**src/boot_remap_pkg.sv**
```systemverilog
// package: memory map, flash geometry, boot and flash-command types
// Summary of operation
// RQ1: every reset starts in the boot rom while the flash checksum is computed
// RQ2: matching checksum hands over to flash, otherwise stay in rom mode
// RQ3: in rom mode the 4 KB rom repeats 16 times over the first 64 KB
// RQ4: in rom mode program flash decodes at 0x10000 to 0x17FFF
// RQ5: in rom mode data flash decodes at 0x18800 to 0x18FFF
// RQ6: in rom mode data ram decodes at 0x19000 to 0x19FFF
// RQ7: valid checksum or a transfer command switches to the normal map
// RQ8: vectors come from rom in rom mode, from program flash otherwise
// RQ9: each flash has its own programming logic and is unreadable while busy
// RQ10: flash is programmed one word at a time, erased only by blocks
// RQ11: data flash has 64 erasable blocks of 32 bytes
// RQ12: program flash has 32 erasable blocks of 1 KB
// RQ13: erase leaves every erased bit at one
// RQ14: programmer erases, writes blocks, optionally verifies, then starts the program
// RQ15: running code may erase program flash by page or whole array
// RQ16: an all-zero stored checksum keeps the next boot in rom mode
// RQ17: code changing program flash runs from rom, ram or data flash
// RQ18: code in one flash may erase or write another flash
// RQ19: never two flash write or erase operations at once
// RQ20: one shared bus serves fetch and data for every memory
// RQ21: checksum is a word sum; stored word is the last program flash word
package boot_remap_pkg;

    localparam logic [16:0] ROM_MIRROR_HI = 17'h0FFFF;
    localparam logic [16:0] PF_LO         = 17'h10000;
    localparam logic [16:0] PF_HI         = 17'h17FFF;
    localparam logic [16:0] DF_LO         = 17'h18800;
    localparam logic [16:0] DF_HI         = 17'h18FFF;
    localparam logic [16:0] RAM_LO        = 17'h19000;
    localparam logic [16:0] RAM_HI        = 17'h19FFF;
    localparam logic [16:0] NPF_LO        = 17'h00000;
    localparam logic [16:0] NPF_HI        = 17'h07FFF;
    localparam logic [16:0] NROM_LO       = 17'h10000;
    localparam logic [16:0] NROM_HI       = 17'h10FFF;

    localparam logic [3:0]  SEL_ROM       = 4'h1;
    localparam logic [3:0]  SEL_PF        = 4'h2;
    localparam logic [3:0]  SEL_DF        = 4'h4;
    localparam logic [3:0]  SEL_RAM       = 4'h8;

    localparam int          PF_PAGES      = 32;
    localparam int          DF_PAGES      = 64;
    localparam logic [12:0] PF_PAGE_MASK  = 13'h00FF;
    localparam logic [12:0] DF_PAGE_MASK  = 13'h0007;
    localparam logic [12:0] PF_LAST       = 13'h1FFF;
    localparam logic [12:0] DF_LAST       = 13'h01FF;
    localparam logic [12:0] CKSUM_IDX     = 13'h1FFF;
    localparam logic [31:0] ERASED        = 32'hFFFFFFFF;

    typedef enum logic [2:0] {
        BOOT_SCAN   = 3'b001,
        BOOT_ROM    = 3'b010,
        BOOT_NORMAL = 3'b100
    } boot_t;

    typedef enum logic [1:0] {
        OP_PROG = 2'h0,
        OP_PAGE = 2'h1,
        OP_MASS = 2'h2
    } flash_op_t;

    typedef struct packed {
        flash_op_t   op;
        logic        arr;
        logic [12:0] addr;
        logic [31:0] data;
    } flash_cmd_t;

    typedef struct packed {
        logic        en;
        logic        we;
        logic [12:0] addr;
        logic [31:0] wdata;
    } flash_port_t;

    typedef struct packed {
        logic [3:0]  sel;
        logic [14:0] offs;
        logic        err;
    } bus_dec_t;

    typedef struct packed {
        logic        busy;
        flash_op_t   op;
        logic [12:0] addr;
        logic [12:0] last;
        logic [31:0] data;
    } flash_ctl_t;

    typedef struct packed {
        boot_t             boot;
        logic [12:0]       sidx;
        logic              sdone;
        logic              rv;
        logic [12:0]       ridx;
        logic [31:0]       sum;
        logic              cksum_ok;
        logic              rom_mode;
        bus_dec_t          dec;
        flash_ctl_t  [1:0] fc;
        flash_port_t [1:0] port;
        logic [1:0]        busy;
        logic              refused;
        logic              done;
    } state_t;

endpackage

```
**src/boot_checksum_memory_remap.sv**
```systemverilog
// boot checksum, address remap and flash program/erase sequencer
`timescale 1ns/1ps
`default_nettype none

module boot_checksum_memory_remap
(
    input  wire logic                        clk,
    input  wire logic                        rst_b,
    input  wire logic                        cpu_req,
    input  wire logic                        cpu_we,
    input  wire logic [16:0]                 cpu_addr,
    input  wire logic                        goto_flash,
    input  wire logic                        cmd_valid,
    input  wire boot_remap_pkg::flash_cmd_t  cmd,
    input  wire logic [31:0]                 pf_rdata,
    output var boot_remap_pkg::bus_dec_t     dec,
    output logic                             rom_mode,
    output logic                             cksum_ok,
    output var boot_remap_pkg::flash_port_t  pf_port,
    output var boot_remap_pkg::flash_port_t  df_port,
    output logic [1:0]                       busy,
    output logic                             cmd_refused,
    output logic                             cmd_done
);

    boot_remap_pkg::state_t s;
    boot_remap_pkg::state_t next_s;

    always_comb
    begin
        logic        rm;
        logic        ok;
        logic [12:0] mask;
        logic [12:0] last;
        logic [12:0] base;
        rm   = 1'b0;
        ok   = 1'b0;
        mask = 13'h0000;
        last = 13'h0000;
        base = 13'h0000;
        next_s         = s;
        next_s.refused = 1'b0;
        next_s.done    = 1'b0;
        next_s.rv      = 1'b0;

        // one shared decode for fetch and data [RQ20]
        rm         = (s.boot != boot_remap_pkg::BOOT_NORMAL);
        next_s.dec = '0;
        if (cpu_req)
        begin
            // address 0 holds the vectors: rom or flash by mode [RQ8]
            if (rm && cpu_addr <= boot_remap_pkg::ROM_MIRROR_HI)
            begin
                next_s.dec.sel  = boot_remap_pkg::SEL_ROM; // [RQ3]
                next_s.dec.offs = {3'h0, cpu_addr[11:0]};
            end
            else if (!rm && cpu_addr >= boot_remap_pkg::NROM_LO
                     && cpu_addr <= boot_remap_pkg::NROM_HI)
            begin
                next_s.dec.sel  = boot_remap_pkg::SEL_ROM;
                next_s.dec.offs = {3'h0, cpu_addr[11:0]};
            end
            else if (rm ? (cpu_addr >= boot_remap_pkg::PF_LO
                           && cpu_addr <= boot_remap_pkg::PF_HI)
                        : (cpu_addr >= boot_remap_pkg::NPF_LO
                           && cpu_addr <= boot_remap_pkg::NPF_HI))
            begin
                next_s.dec.sel  = boot_remap_pkg::SEL_PF; // [RQ4]
                next_s.dec.offs = cpu_addr[14:0];
            end
            else if (cpu_addr >= boot_remap_pkg::DF_LO
                     && cpu_addr <= boot_remap_pkg::DF_HI)
            begin
                next_s.dec.sel  = boot_remap_pkg::SEL_DF; // [RQ5]
                next_s.dec.offs = {4'h0, cpu_addr[10:0]};
            end
            else if (cpu_addr >= boot_remap_pkg::RAM_LO
                     && cpu_addr <= boot_remap_pkg::RAM_HI)
            begin
                next_s.dec.sel  = boot_remap_pkg::SEL_RAM; // [RQ6]
                next_s.dec.offs = {3'h0, cpu_addr[11:0]};
            end
            // busy array blocks only itself, the other stays usable [RQ9] [RQ18]
            next_s.dec.err = (next_s.dec.sel == 4'h0)
                || (cpu_we && next_s.dec.sel != boot_remap_pkg::SEL_RAM) // [RQ10]
                || (next_s.dec.sel == boot_remap_pkg::SEL_PF
                    && (s.busy[0] || s.fc[0].busy
                        || s.boot == boot_remap_pkg::BOOT_SCAN))
                || (next_s.dec.sel == boot_remap_pkg::SEL_DF
                    && (s.busy[1] || s.fc[1].busy));
            if (next_s.dec.err)
            begin
                next_s.dec.sel  = 4'h0;
                next_s.dec.offs = 15'h0000;
            end
        end

        // independent sequencer per array [RQ9]
        for (int i = 0; i < 2; i++)
        begin
            next_s.port[i] = '0;
            if (s.fc[i].busy)
            begin
                next_s.port[i].en    = 1'b1;
                next_s.port[i].we    = 1'b1;
                next_s.port[i].addr  = s.fc[i].addr;
                next_s.port[i].wdata = (s.fc[i].op == boot_remap_pkg::OP_PROG)
                                     ? s.fc[i].data
                                     : boot_remap_pkg::ERASED; // [RQ13]
                if (s.fc[i].addr == s.fc[i].last)
                begin
                    next_s.fc[i].busy = 1'b0;
                    next_s.done       = 1'b1;
                end
                else
                begin
                    next_s.fc[i].addr = s.fc[i].addr + 13'h0001;
                end
            end
        end

        if (cmd_valid)
        begin
            mask = cmd.arr ? boot_remap_pkg::DF_PAGE_MASK
                           : boot_remap_pkg::PF_PAGE_MASK;
            last = cmd.arr ? boot_remap_pkg::DF_LAST
                           : boot_remap_pkg::PF_LAST;
            base = cmd.addr & ~mask;
            // one operation at a time over both arrays [RQ19]
            if (s.busy != 2'b00 || s.fc[0].busy || s.fc[1].busy
                || s.boot == boot_remap_pkg::BOOT_SCAN || cmd.addr > last)
            begin
                next_s.refused = 1'b1;
            end
            else
            begin
                next_s.fc[cmd.arr].op   = cmd.op;
                next_s.fc[cmd.arr].data = cmd.data;
                case (cmd.op)
                    boot_remap_pkg::OP_PROG:
                    begin
                        next_s.fc[cmd.arr].busy = 1'b1; // [RQ10]
                        next_s.fc[cmd.arr].addr = cmd.addr;
                        next_s.fc[cmd.arr].last = cmd.addr;
                    end
                    boot_remap_pkg::OP_PAGE:
                    begin
                        next_s.fc[cmd.arr].busy = 1'b1; // [RQ11] [RQ12] [RQ15]
                        next_s.fc[cmd.arr].addr = base;
                        next_s.fc[cmd.arr].last = base | mask;
                    end
                    boot_remap_pkg::OP_MASS:
                    begin
                        next_s.fc[cmd.arr].busy = 1'b1; // [RQ15]
                        next_s.fc[cmd.arr].addr = 13'h0000;
                        next_s.fc[cmd.arr].last = last;
                    end
                    default:
                    begin
                        next_s.refused = 1'b1;
                    end
                endcase
            end
        end

        case (s.boot)
            boot_remap_pkg::BOOT_SCAN:
            begin
                if (!s.sdone)
                begin
                    next_s.port[0].en   = 1'b1; // [RQ1]
                    next_s.port[0].addr = s.sidx;
                    next_s.sidx         = s.sidx + 13'h0001;
                    next_s.sdone        = (s.sidx == boot_remap_pkg::CKSUM_IDX);
                end
                next_s.rv   = s.port[0].en & ~s.port[0].we;
                next_s.ridx = s.port[0].addr;
                if (s.rv)
                begin
                    if (s.ridx == boot_remap_pkg::CKSUM_IDX)
                    begin
                        // zero word never matches [RQ16] [RQ21]
                        ok              = (pf_rdata == s.sum) && (pf_rdata != 32'h0);
                        next_s.cksum_ok = ok;
                        next_s.boot     = ok ? boot_remap_pkg::BOOT_NORMAL
                                             : boot_remap_pkg::BOOT_ROM; // [RQ2] [RQ7]
                    end
                    else
                    begin
                        next_s.sum = s.sum + pf_rdata; // [RQ21]
                    end
                end
            end
            boot_remap_pkg::BOOT_ROM:
            begin
                if (goto_flash)
                begin
                    next_s.boot = boot_remap_pkg::BOOT_NORMAL; // [RQ7]
                end
            end
            boot_remap_pkg::BOOT_NORMAL:
            begin
                next_s.boot = boot_remap_pkg::BOOT_NORMAL;
            end
            default:
            begin
                next_s.boot = boot_remap_pkg::BOOT_ROM;
            end
        endcase

        next_s.rom_mode = (next_s.boot != boot_remap_pkg::BOOT_NORMAL);
        next_s.busy[0]  = next_s.fc[0].busy | next_s.port[0].we;
        next_s.busy[1]  = next_s.fc[1].busy | next_s.port[1].we;
    end

    always_ff @(posedge clk or negedge rst_b)
    begin
        if (!rst_b)
        begin
            s          <= '0;
            s.boot     <= boot_remap_pkg::BOOT_SCAN; // [RQ1]
            s.rom_mode <= 1'b1;
        end
        else
        begin
            s <= next_s;
        end
    end

    assign dec         = s.dec;
    assign rom_mode    = s.rom_mode;
    assign cksum_ok    = s.cksum_ok;
    assign pf_port     = s.port[0];
    assign df_port     = s.port[1];
    assign busy        = s.busy;
    assign cmd_refused = s.refused;
    assign cmd_done    = s.done;
endmodule

`default_nettype wire

```
**config.mk**
```make
export PLATFORM = sky130hd
export DESIGN_NAME = boot_checksum_memory_remap
export DESIGN_NICKNAME = d
export VERILOG_FILES = /design/src/boot_remap_pkg.sv /design/src/boot_checksum_memory_remap.sv
export SDC_FILE = /design/constraint.sdc
export NUM_CORES = 1
export LEC_CHECK = 0
export ABC_CLOCK_PERIOD_IN_PS = 5800
export BUFFER_PORTS_ARGS = -buffer_cell sky130_fd_sc_hd__buf_2
export CORE_ASPECT_RATIO = 0.8
export CORE_MARGIN = 4
export CORE_UTILIZATION = 57
export DETAILED_ROUTE_END_ITERATION = 6
export GPL_TIMING_DRIVEN = 0
export PLACE_DENSITY = 0.84
export REMOVE_ABC_BUFFERS = 1
export SYNTH_ARGS = -nofsm -noshare
export SYNTH_HDL_FRONTEND = slang
export SYNTH_SLANG_ARGS = --single-unit
```
**constraint.sdc**
```tcl
create_clock -name clk -period 5.8 [get_ports clk]
set_input_delay 0.29 -clock clk [delete_from_list [all_inputs] [get_ports clk]]
set_output_delay 0.29 -clock clk [all_outputs]
set_load 0.1 [all_outputs]
```
==> impl_metrics.sql <==
INSERT INTO impl_metrics (metric_group, metric, value, unit) VALUES
('status', 'outcome', 'completed', ''),
('placement', 'gp_congestion', '0.909', ''),
('grt', 'grt_pass1_wl', '55.0', 'mm'),
('routing', 'drc_errors', '0', ''),
('clock_network', 'clk-insertion-delay-late', '0.55', 'ns'),
('placement', 'placedInstanceArea', '15000', 'sq um'),
('synth', 'synthCells', '1392', ''),
('grt', 'global_route.overflow_total', '0', ''),
('synth', 'yosys_warning_total', '0', ''),
('finish', 'layout.cells.non_filler', '1861', ''),
('floorplanning', 'io_pins', '223', ''),
('routing', 'first_drt_pass_iteration_count', '5', ''),
('sta', 'slew_violations', '0', ''),
('synth', 'syn-mean-instance-area', '10.4', 'sq um'),
('floorplanning', 'die_x', '186', 'um'),
('worst_setup_path', 'crit_arrival', '4.23', 'ns'),
('synth', 'synth-edff-count', '0', ''),
('floorplanning', 'fp-row-count', '51', ''),
('finish', 'area_growth_syn_to_layout', '14.6', '%'),
('grt', 'pin_count_of_the_biggest_net_entering_global_routing', '130', ''),
('finish', 'stdcell_area', '16600', 'sq um'),
('grt', 'grt_pass1_vias', '10600', ''),
('clock_network', 'post_cts_resize_count', '0', ''),
('worst_setup_path', 'timing.critical_path.from', 's[303]$_DFF_PN0_', ''),
('power_and_ir_drop', 'powerDensity', '367', 'nW/um^2'),
('synth', 'post_synth_instance_area', '14500', 'sq um'),
('sta', 'finalCritPeriodShare', '64.6', '%'),
('clock_network', 'clkSlewWorstSetupHoldPaths', '0.06', 'ns'),
('floorplanning', 'floorplan.die.height', '151', 'um'),
('finish', 'antennaDiodeCount', '0', ''),
('sta', 'grt_setup_unrepaired', 'false', ''),
('sta', 'finalWorstSetupSlack', '2.05', 'ns'),
('worst_setup_path', 'timing.critical_path.from_type', 'flop', ''),
('synth', 'yosys_most_used_dff', 'sky130_fd_sc_hd__dfrtp_1', ''),
('floorplanning', 'die-area', '28100', 'sq um'),
('worst_setup_path', 'critical_path_peak_fanout', '23', ''),
('worst_setup_path', 'timing_worst_setup_path_type', 'flop to flop', ''),
('sta', 'setup_viol', '0', ''),
('clock_network', 'postCtsSetupBuffers', '0', ''),
('floorplanning', 'initial_core_util', '58.7', '%'),
('sta', 'tightest_slew', '1.26', 'ns'),
('power_and_ir_drop', 'total_leakage_power', '8.16', 'nW'),
('sta', 'relSlewSlack', '15.6', '%'),
('placement', 'detailedPlacementHpwl', '22.8', 'mm'),
('finish', 'filler_cell_count', '1816', ''),
('clock_network', 'numClockSinks', '304', ''),
('sta', 'min_period', '3.75', 'ns'),
('finish', 'num-nets-final', '1661', ''),
('routing', 'post_drt_wl_per_cell', '18.0', 'um'),
('sta', 'hold_violations', '0', ''),
('routing', 'dr.first_iter.drc_count', '733', ''),
('power_and_ir_drop', 'design_power_total', '6.10', 'mW'),
('placement', 'post-place-ws', '1.53', 'ns'),
('routing', 'dr_total_vias', '10400', ''),
('clock_network', 'ctsHoldBuffers', '46', ''),
('worst_setup_path', 'cp_data_required_time', '6.28', 'ns'),
('clock_network', 'htreeDepth', '1', ''),
('floorplanning', 'design.core.area', '24700', 'sq um'),
('synth', 'yosysUniqueCellTypes', '65', ''),
('grt', 'grt_antenna_before_repair', '0', ''),
('finish', 'layout.core_utilization', '67.3', '%'),
('clock_network', 'num_cts_buffers', '30', ''),
('worst_setup_path', 'worst_r2r_startpoint', 's[303]$_DFF_PN0_', ''),
('routing', 'drt-total-wl', '33.6', 'mm'),
('grt', 'grt_use_total', '23.9', '%'),
('synth', 'ys_async_sr_fraction', '100', '%'),
('placement', 'placed_cells_incl_taps', '1759', ''),
('placement', 'io_buffer_count', '222', ''),
('power_and_ir_drop', 'ir_drop', '277', 'uV'),
('synth', 'postSynthRegisterBits', '304', ''),
('worst_setup_path', 'regToRegSetupSlack', '2.05', 'ns'),
('worst_setup_path', 'r2r.worst_path.cells', '7', ''),
('clock_network', 'clock_tree.buffer_depth', '3', ''),
('synth', 'yosysSeqAreaShare', '52.5', '%'),
('clock_network', 'cts.root.buffer_cell', 'sky130_fd_sc_hd__clkbuf_16', ''),
('routing', 'ant_nets', '0', ''),
('min_path', 'min_path_type', 'input port to flop', ''),
('routing', 'routed_via_density', '5.60', ''),
('finish', 'fraction_of_final_layout_cells_with_drive_strength_greater_than_1', '24.6', '%'),
('sta', 'fmax', '0.267', 'GHz'),
('sta', 'skew', '0.0112', 'ns'),
('clock_network', 'cts_tree', 'yes', ''),
('run', 'cap_violations', '0', ''),
('worst_setup_path', 'cp-end-kind', 'flop', '');
[through the flow]
stage          hold slack [ns]  setup TNS [ns]
2_1_floorplan         -0.00559               0
3_3_place_gp             0.446         -322.39
3_5_place_dp             0.341               0
4_1_cts                0.00224               0
5_1_grt                0.00985               0
6_report                0.0239               0
[cell families after synthesis]
group	Yosys count	synth area share [%]
compound gates	207	9.40
xor+xnor	89	5.38
fa+ha+maj	39	3.42
buf+inv	193	8.27
flops	304	52.5
mux	73	5.64
simple gates	487	15.4
[layout by cell type (no fill, tap or decap), types with 28 or more instances in the layout]
cell / synthesis / layout
sky130_fd_sc_hd__a21oi_1: 29 / 28
sky130_fd_sc_hd__buf_2: 13 / 221
sky130_fd_sc_hd__clkbuf_16: 0 / 31
sky130_fd_sc_hd__dfrtp_1: 302 / 302
sky130_fd_sc_hd__dlygate4sd3_1: 0 / 46
sky130_fd_sc_hd__ha_1: 38 / 38
sky130_fd_sc_hd__mux2_2: 70 / 70
sky130_fd_sc_hd__nand2_1: 163 / 163
sky130_fd_sc_hd__nor2_1: 156 / 155
sky130_fd_sc_hd__o21ai_0: 79 / 79
sky130_fd_sc_hd__xnor2_1: 47 / 47
sky130_fd_sc_hd__xor2_1: 42 / 42
[per-layer routing]
layer  share of wire (%)  GRT usage, %
met3                  10          8.32
met1                  42          32.0
met5                   0             0
met4                 2.0          5.69
met2                  46          38.0
[area by class of cell]
cell class / count / area, sq um / area share (%)
clock buffer: 47 / 946 / 5.69
clock inverter: 9 / 173 / 1.04
inverter: 13 / 48.8 / 0.294
multi-input combinational: 895 / 5710 / 34.4
sequential: 304 / 7610 / 45.8
tap: 318 / 398 / 2.40
timing repair buffer: 275 / 1730 / 10.4
[where the power goes]
| part | leakage [nW] | switching, mW | internal [mW] |
|---|---|---|---|
| combinational | 3.75 | 1.06 | 0.383 |
| clock | 0.550 | 0.816 | 1.34 |
| sequential | 3.86 | 0.178 | 2.33 |
[Yosys cell counts (11+ instances only)]
library cell	number	share of area [%]
sky130_fd_sc_hd__and3_1	27	1.2
sky130_fd_sc_hd__dfrtp_1	302	52
sky130_fd_sc_hd__clkbuf_1	41	1.1
sky130_fd_sc_hd__xor2_1	42	2.5
sky130_fd_sc_hd__inv_1	11	0.28
sky130_fd_sc_hd__xnor2_1	47	2.8
sky130_fd_sc_hd__nand3_1	23	0.79
sky130_fd_sc_hd__buf_2	13	0.45
sky130_fd_sc_hd__nor2_1	156	4.0
sky130_fd_sc_hd__mux2_2	70	5.4
sky130_fd_sc_hd__and2_1	19	0.82
sky130_fd_sc_hd__ha_1	38	3.3
sky130_fd_sc_hd__nand4_1	22	0.95
sky130_fd_sc_hd__a21o_1	17	0.88
sky130_fd_sc_hd__o21ai_0	79	2.7
sky130_fd_sc_hd__buf_4	116	6.0
sky130_fd_sc_hd__nand2_1	163	4.2
sky130_fd_sc_hd__nor4_1	21	0.91
sky130_fd_sc_hd__nor3_1	15	0.52
sky130_fd_sc_hd__a21oi_1	29	1.0
sky130_fd_sc_hd__o22a_1	22	1.3
[flip-flops by register name, indices dropped and copies added (netlist names), named ones only]
name         flops
cmd_refused      1
dec             20
df_port         46
cmd_done         1
busy             2
pf_port         47
rom_mode         1
s              159
cksum_ok         1
[critical path, stage by stage (launching register included)]
cell	delay [ns]
sky130_fd_sc_hd__dfrtp_1	0.38
sky130_fd_sc_hd__nand2b_1	0.17
sky130_fd_sc_hd__nor2_1	0.25
sky130_fd_sc_hd__or3_1	0.47
sky130_fd_sc_hd__nor4_2	0.42
sky130_fd_sc_hd__nand3_2	0.66
sky130_fd_sc_hd__nor2_1	1.04
sky130_fd_sc_hd__a22o_1	0.28
[how the worst min path moves through the flow]
stage                          startpoint                         end  cells after the start
finish                            cmd[40]            s[151]$_DFF_PN0_                      2
detailed placement                  rst_b            dec[1]$_DFF_PN0_                      1
floorplan                           rst_b  asynchronous set/reset pin                      0
global route                      cmd[15]          s[113]$_DFFE_PN0P_                      2
CTS                               cmd[39]                        flop                      2
global placement    pf_port[34]$_DFF_PN0_          s[276]$_DFFE_PN0P_                      2
(Power assumes the default switching activity.)
